## config.mk

```make
export PLATFORM = sky130hd
export DESIGN_NAME = ext_mem_addr_data_lane_map
export DESIGN_NICKNAME = d
export VERILOG_FILES = /design/src/logic/lane_map_pkg.sv /design/src/logic/ext_mem_addr_data_lane_map.sv
export VERILOG_INCLUDE_DIRS = /design/src /design/src/logic
export SDC_FILE = /design/constraint.sdc
export NUM_CORES = 1
export LEC_CHECK = 0
export BUFFER_PORTS_ARGS = -buffer_cell sky130_fd_sc_hd__buf_2
export CAP_MARGIN = 20
export CORE_MARGIN = 2
export CORE_UTILIZATION = 43
export CTS_CLUSTER_DIAMETER = 30
export DETAILED_ROUTE_END_ITERATION = 7
export PLACE_DENSITY = 0.73
export SLEW_MARGIN = 10
export SYNTH_ARGS = -nofsm -noshare
export SYNTH_HDL_FRONTEND = slang
export SYNTH_SLANG_ARGS = --single-unit
```

## constraint.sdc

```tcl
create_clock -name sys_clk -period 2.16 [get_ports sys_clk]
set_input_delay 0 -clock sys_clk [delete_from_list [all_inputs] [get_ports sys_clk]]
set_output_delay 0 -clock sys_clk [all_outputs]
set_load 0.02 [all_outputs]
```

## src/logic/lane_map_defines.svh

```systemverilog
`ifndef LANE_MAP_DEFINES_SVH
`define LANE_MAP_DEFINES_SVH
// field positions within the byte address
`define LM_ADDR_W      28
`define LM_LANE_W      16
`define LM_PIN_W       28
`define LM_CS_W        8
`define LM_MUX_LO      1
`define LM_MUX_HI      17
`define LM_NM_HI       16
`define LM_HI_PINS     10
`define LM_UNUSED_LO   11
`define LM_TOP_BIT     27
// reset values
`define LM_CS_IDLE     8'hff
`define LM_PINS_IDLE   28'h0000000
`define LM_LANES_IDLE  16'h0000
`endif

```

## src/logic/lane_map_pkg.sv

```systemverilog
package lane_map_pkg;
  typedef enum logic [1:0] {
    ph_idle,
    ph_addr,
    ph_data
  } phase_t;
endpackage

```

## src/logic/ext_mem_addr_data_lane_map.sv

```systemverilog
`timescale 1ns/10ps
`include "lane_map_defines.svh"

// Functional notes
// - In non-multiplexed mode the sixteen shared lanes carry data bit n only.
// - Multiplexed: lane n carries address bit n+1 in the address phase.
// - Non-multiplexed: address pins 1 to 15 carry address bits 1 to 15.
// - In multiplexed mode address pin k (1..10) carries address bit k+16.
// - In multiplexed mode address pins 11 to 15 are unused.
// - Address pin 0 carries the byte address only for 8-bit non-mux parts.
// - Pins 16 to 26 carry their bits only when non-muxed; pin 27 always.
// - An active-low address-valid strobe doubles as an address latch enable.
// - Eight active-low chip selects, 0 to 7, each select one region.
module ext_mem_addr_data_lane_map #(
  parameter int ADDR_W = `LM_ADDR_W,
  parameter int LANE_W = `LM_LANE_W,
  parameter int CS_W   = `LM_CS_W
) (
  input  wire logic              sys_clk,
  input  wire logic              nrst,
  input  wire logic              req,
  input  wire logic              addr_phase_done,
  input  wire logic              access_done,
  input  wire logic              muxed_mode,
  input  wire logic              byte_wide,
  input  wire logic              write_dir,
  input  wire logic [2:0]        cs_sel,
  input  wire logic [ADDR_W-1:0] addr,
  input  wire logic [LANE_W-1:0] wr_data,
  input  wire logic [LANE_W-1:0] lane_in,
  output logic      [LANE_W-1:0] lane_out,
  output logic      [LANE_W-1:0] lane_oe,
  output logic      [ADDR_W-1:0] addr_pin,
  output logic      [CS_W-1:0]   cs_n,
  output logic                   adv_n,
  output logic      [LANE_W-1:0] rd_data
);

  lane_map_pkg::phase_t phase;
  lane_map_pkg::phase_t next_phase;
  logic [LANE_W-1:0] next_lane_out;
  logic [LANE_W-1:0] next_lane_oe;
  logic [ADDR_W-1:0] next_addr_pin;
  logic [CS_W-1:0]   next_cs_n;
  logic              next_adv_n;
  logic [LANE_W-1:0] next_rd_data;

  // dedicated address pins for a given mode
  function automatic logic [ADDR_W-1:0] map_pins(
    input logic              mux,
    input logic              bw,
    input logic [ADDR_W-1:0] a
  );
    logic [ADDR_W-1:0] p;
    p = '0;
    if (mux) begin
      // upper bits fold onto the low pins
      p[`LM_HI_PINS:1] = a[`LM_HI_PINS+`LM_NM_HI:`LM_MUX_HI];
      // pins 11..26 stay low: nothing listens there while muxed
      p[`LM_TOP_BIT] = a[`LM_TOP_BIT];
    end else begin
      p[`LM_TOP_BIT:1] = a[`LM_TOP_BIT:1];
      p[0] = bw ? a[0] : 1'b0;
    end
    return p;
  endfunction

  // next-state and pin values
  always_comb begin
    next_phase    = phase;
    next_lane_out = lane_out;
    next_lane_oe  = lane_oe;
    next_addr_pin = addr_pin;
    next_cs_n     = cs_n;
    next_adv_n    = adv_n;
    next_rd_data  = rd_data;
    case (phase)
      lane_map_pkg::ph_idle: begin
        if (req) begin
          next_addr_pin = map_pins(muxed_mode, byte_wide, addr);
          next_cs_n = `LM_CS_IDLE;
          next_cs_n[cs_sel] = 1'b0;
          if (muxed_mode) begin
            next_phase    = lane_map_pkg::ph_addr;
            next_lane_out = addr[`LM_MUX_LO+LANE_W-1:`LM_MUX_LO];
            next_lane_oe  = '1;
            next_adv_n    = 1'b0;
          end else begin
            next_phase    = lane_map_pkg::ph_data;
            next_lane_out = wr_data;
            next_lane_oe  = {LANE_W{write_dir}};
          end
        end
      end
      lane_map_pkg::ph_addr: begin
        if (addr_phase_done) begin
          // strobe rises with the lane turn: latch edge precedes data
          next_phase    = lane_map_pkg::ph_data;
          next_adv_n    = 1'b1;
          next_lane_out = wr_data;
          next_lane_oe  = {LANE_W{write_dir}};
        end
      end
      lane_map_pkg::ph_data: begin
        if (access_done) begin
          next_phase   = lane_map_pkg::ph_idle;
          next_cs_n    = `LM_CS_IDLE;
          next_lane_oe = '0;
          next_lane_out = `LM_LANES_IDLE;
          if (!write_dir) begin
            next_rd_data = lane_in;
          end
        end
      end
      default: begin
        next_phase = lane_map_pkg::ph_idle;
      end
    endcase
  end

  // registers only
  always_ff @(posedge sys_clk or negedge nrst) begin
    if (!nrst) begin
      phase    <= lane_map_pkg::ph_idle;
      lane_out <= `LM_LANES_IDLE;
      lane_oe  <= '0;
      addr_pin <= `LM_PINS_IDLE;
      cs_n     <= `LM_CS_IDLE;
      adv_n    <= 1'b1;
      rd_data  <= `LM_LANES_IDLE;
    end else begin
      phase    <= next_phase;
      lane_out <= next_lane_out;
      lane_oe  <= next_lane_oe;
      addr_pin <= next_addr_pin;
      cs_n     <= next_cs_n;
      adv_n    <= next_adv_n;
      rd_data  <= next_rd_data;
    end
  end

  property p_nm_lanes_data;
    @(posedge sys_clk) disable iff (!nrst)
    (phase == lane_map_pkg::ph_idle && req && !muxed_mode)
      |=> (lane_out == $past(wr_data)) && adv_n;
  endproperty
  a_nm_lanes_data: assert property (p_nm_lanes_data)
    else $error("lanes not carrying data in non-mux mode");

  property p_mux_lanes_addr;
    @(posedge sys_clk) disable iff (!nrst)
    (phase == lane_map_pkg::ph_idle && req && muxed_mode)
      |=> (lane_out == $past(addr[16:1])) && lane_oe == '1;
  endproperty
  a_mux_lanes_addr: assert property (p_mux_lanes_addr)
    else $error("lanes lack address bits 1..16");

  property p_nm_pins;
    @(posedge sys_clk) disable iff (!nrst)
    (phase == lane_map_pkg::ph_idle && req && !muxed_mode)
      |=> addr_pin[27:1] == $past(addr[27:1]);
  endproperty
  a_nm_pins: assert property (p_nm_pins)
    else $error("pins differ from address in non-mux mode");

  property p_mux_hi;
    @(posedge sys_clk) disable iff (!nrst)
    (phase == lane_map_pkg::ph_idle && req && muxed_mode)
      |=> addr_pin[10:1] == $past(addr[26:17]);
  endproperty
  a_mux_hi: assert property (p_mux_hi)
    else $error("pins 1..10 not carrying bits 17..26");

  property p_mux_unused;
    @(posedge sys_clk) disable iff (!nrst)
    (phase == lane_map_pkg::ph_idle && req && muxed_mode)
      |=> addr_pin[26:11] == '0 && addr_pin[0] == 1'b0;
  endproperty
  a_mux_unused: assert property (p_mux_unused)
    else $error("unused pins driven in mux mode");

  property p_byte_pin;
    @(posedge sys_clk) disable iff (!nrst)
    (phase == lane_map_pkg::ph_idle && req)
      |=> addr_pin[0] == $past(addr[0] & byte_wide & !muxed_mode);
  endproperty
  a_byte_pin: assert property (p_byte_pin)
    else $error("byte address pin wrong");

  property p_top_bit;
    @(posedge sys_clk) disable iff (!nrst)
    (phase == lane_map_pkg::ph_idle && req)
      |=> addr_pin[27] == $past(addr[27]);
  endproperty
  a_top_bit: assert property (p_top_bit)
    else $error("pin 27 not carrying bit 27");

  property p_adv_addr;
    @(posedge sys_clk) disable iff (!nrst)
    !adv_n |-> phase == lane_map_pkg::ph_addr && lane_oe == '1;
  endproperty
  a_adv_addr: assert property (p_adv_addr)
    else $error("address strobe outside address phase");

  property p_one_cs;
    @(posedge sys_clk) disable iff (!nrst)
    (phase == lane_map_pkg::ph_idle && req)
      |=> $countones(~cs_n) == 1 && cs_n[$past(cs_sel)] == 1'b0;
  endproperty
  a_one_cs: assert property (p_one_cs)
    else $error("chip select decode wrong");

  property p_turn;
    @(posedge sys_clk) disable iff (!nrst)
    (phase == lane_map_pkg::ph_addr && addr_phase_done)
      |=> adv_n && lane_out == $past(wr_data)
          && lane_oe == {LANE_W{$past(write_dir)}};
  endproperty
  a_turn: assert property (p_turn)
    else $error("lanes not turned to data after strobe");

endmodule

```

==> metrics.md <==
| Metric | Value |
|---|---|
| Most instantiated library cell after synthesis | `dfrtp_1` |
| Num CTS Buffers | `9` |
| Die span in y | `95.1 um` |
| CP bufs+invs | `2` |
| Number of global-route vias before repair | `2,797` |
| Post-cts sizing count | `0` |
| DRC Markers | `0` |
| Ant diodes | `0` |
| Syn avg cell area | `11.7 um^2` |
| Worst Path Arrival | `2230 ps` |
| # rows | `33` |
| Synth top area share | `0.442` |
| Clock root buffer | `clkbuf_8` |
| Hold Startpoint | `addr[4]` |
| Skew final | `14.2 ps` |
| Overflow after GRT | `0` |
| Worst VDD drop | `0.821 mV` |
| Unrepaired setup endpoints after global routing | `false` |
| # setup viols final | `0` |
| Final worst slack | `150 ps` |
| Maximum clock rate | `497 MHz` |
| Family with the most delay on the worst path | `simple AND/OR/NAND/NOR gates` |
| H-Tree Depth | `3` |
| Vias/cell | `4.86` |
| Syn nets | `381` |
| Outcome | `finished clean` |
| Pre-Repair DR Iteration Count | `4` |
| Post-DP HPWL | `6.07 mm` |
| Placer's final routability congestion estimate | `0.815` |
| Initial antenna violation count | `0` |
| P&R area growth vs syn | `39.6%` |
| Commonest cells post-synth | `dfrtp_1, nand2_1, mux2_2` |
| CTS tree | `yes` |
| Startpoint types | `flip-flop` |
| R2R depth | `6` |
| Worst slack at placement | `186 ps` |
| Vias | `2,916` |
| Max clock buf depth | `2` |
| Static Leakage | `2.46 nW` |
| Post-synthesis register bit count | `72` |
| Reg-to-reg critical path startpoint | `phase[0]` |
| Hold buffer count at CTS | `46` |
| Setup repair bufs after CTS | `0` |
| # IOs | `156` |
| Max FO, Critical Path | `17` |
| NumNets Final | `567` |
| Fin crit share | `0.931` |
| Yosys top cell by area | `dfrtp_1` |
| DR iter-0 viols | `67` |
| Ys async rst share | `1.00` |
| Largest net degree at the start of global routing | `73` |
| Critical-path cell list | `inv_1 > ha_1 > nor2b_1 > nor4_4 > buf_12 > mux2_2` |
| Final Max Slew Viols | `0` |
| Sink Count | `72` |
| Final non-filler cell total | `600` |
| Worst hold endpoint | `addr_pin[4]` |
| Worst reg2reg setup slack | `150 ps` |
| Die Wd | `95.1 um` |
| Fin Setup TNS | `0 ps` |
| Clk Latency, worst-skew pair | `340 ps` |
| Worst setup path category | `flip-flop to flip-flop` |
| Worst hold stages | `3` |
| Mapped Cells | `304` |
| Mapped Area | `0.00357 mm^2` |
| Die footprint | `0.00905 mm^2` |
| Yosys warning count | `0` |
| Hold WC Path Type | `input port to flip-flop` |
| Slew @ Worst Pin | `895 ps` |
| Slowest cell on crit path | `dfrtp_1` |
| IO buf count | `155` |
| Pwr/cell area | `1420 mW/mm^2` |
| Area contributors post-synth | `dfrtp_1, mux2_2, mux2i_1` |
| RR Endpoint | `lane_out[1]` |
| Avg WL per Cell | `14.7 um` |
| Detailed-route wire length | `8.84 mm` |
| Gr usage total | `0.194` |
| Starting Density | `0.439` |
| Fraction of layout cells with a size suffix above 1 | `0.461` |
| Final Hold Viols | `0` |
| Final min period | `2010 ps` |
| DP Cell Count | `538` |
| First-pass GRT wire length | `13.4 mm` |
| Clock transition at the registers of the reported paths | `90 ps` |
| Routed Antenna Nets | `0` |
| Final core occ | `0.613` |
| Slew margin rel. | `0.403` |
| Worst setup EP type | `flip-flop` |
| CP peak stage delay | `410 ps` |
| Placeable Area | `0.00813 mm^2` |
| Post-synthesis sequential area ratio | `0.508` |
| Crit path required time | `2380 ps` |
| Max cap viols | `0` |
| Fill count | `653` |
| Distinct cells, synth | `30` |
| Post-synth EDFFs | `0` |
| Ys flop type | `dfrtp_1` |
[worst reg2reg max path, cell delays in order, from the launching register on]
cell and delay (ps):
dfrtp_1 410, inv_1 110, ha_1 280, nor2b_1 210, nor4_4 310, buf_12 210, mux2_2 350
[routing by layer]
metal  vias up  global-route usage  routed length (um)
met2       117               0.308                4200
met5         -                   0                   0
met4         0              0.0978                 203
li1       1420                   -                   -
met3        19              0.0379                 573
met1      1360               0.254                3860
[logic make-up after synthesis]
group | share of synthesized area
DFF | 0.508
AOI/OAI and AO/OA | 0.0897
and+or+nand+nor | 0.102
muxes | 0.220
adders and majority gates | 0.0210
buffers and inverters | 0.0589
[placed cells by master, fill, tap and decap left out, types with 2 or more instances in the layout]
cell type / n
nand2b_1: 16
o2bb2ai_1: 15
buf_4: 5
clkinvlp_4: 3
inv_1: 3
clkbuf_8: 9
ha_1: 6
nor2b_1: 7
buf_2: 154
dfrtp_1: 63
mux2_2: 32
nor2_1: 4
dlygate4sd3_1: 46
dfstp_2: 9
mux2i_1: 29
mux2_4: 9
nand3_1: 2
o21ai_0: 28
nand3b_1: 2
nand2_1: 36
buf_12: 2
[sequential cells by signal, summed over array words and instances, names as in the netlist]
name / count
rd_data: 16
addr_pin: 28
lane_oe: 1
phase: 2
cs_n: 8
lane_out: 16
adv_n: 1
[through the flow]
stage / hold slack, ps / power [W] / instance area [um^2]
detailed placement: 194 / 0.00614 / 4350
global route: 20.0 / 0.00759 / 4980
finish: 12.7 / 0.00709 / 4980
CTS: 0.427 / 0.00716 / 4980
global placement: 180 / 0.00603 / 4350
floorplan: -296 / 0.00511 / 3570
[area by class of cell]
cell class	count	area (um^2)	share of cell area
flip-flops and latches	72	1810	0.364
clock inverters	6	45.0	0.00904
clock buffers	10	128	0.0256
well taps	105	131	0.0264
inverters	3	11.3	0.00226
multi-input cells	197	1550	0.310
repair buffers	207	1310	0.263
[how the worst max path moves through the flow]
stage,from,end,slack (ps),cells past startpoint
after global routing,phase[0],lane_oe[14],40,6
final,phase[0],lane_out[1],150,6
after floorplan,phase[0],lane_out[10],150,7
after global placement,phase[0],lane_out[1],250,6
after detailed placement,phase[0],lane_oe[14],190,6
after CTS,phase[0],lane_oe[14],150,6
[power breakdown]
part           internal [W]  leakage (nW)  total [W]  switching (W)
Clock              0.000421        0.0789   0.000941       0.000520
Sequential          0.00203         0.880    0.00237       0.000346
Combinational       0.00159          1.50    0.00378        0.00219
Note: power is estimated with default switching activity, not from simulation.
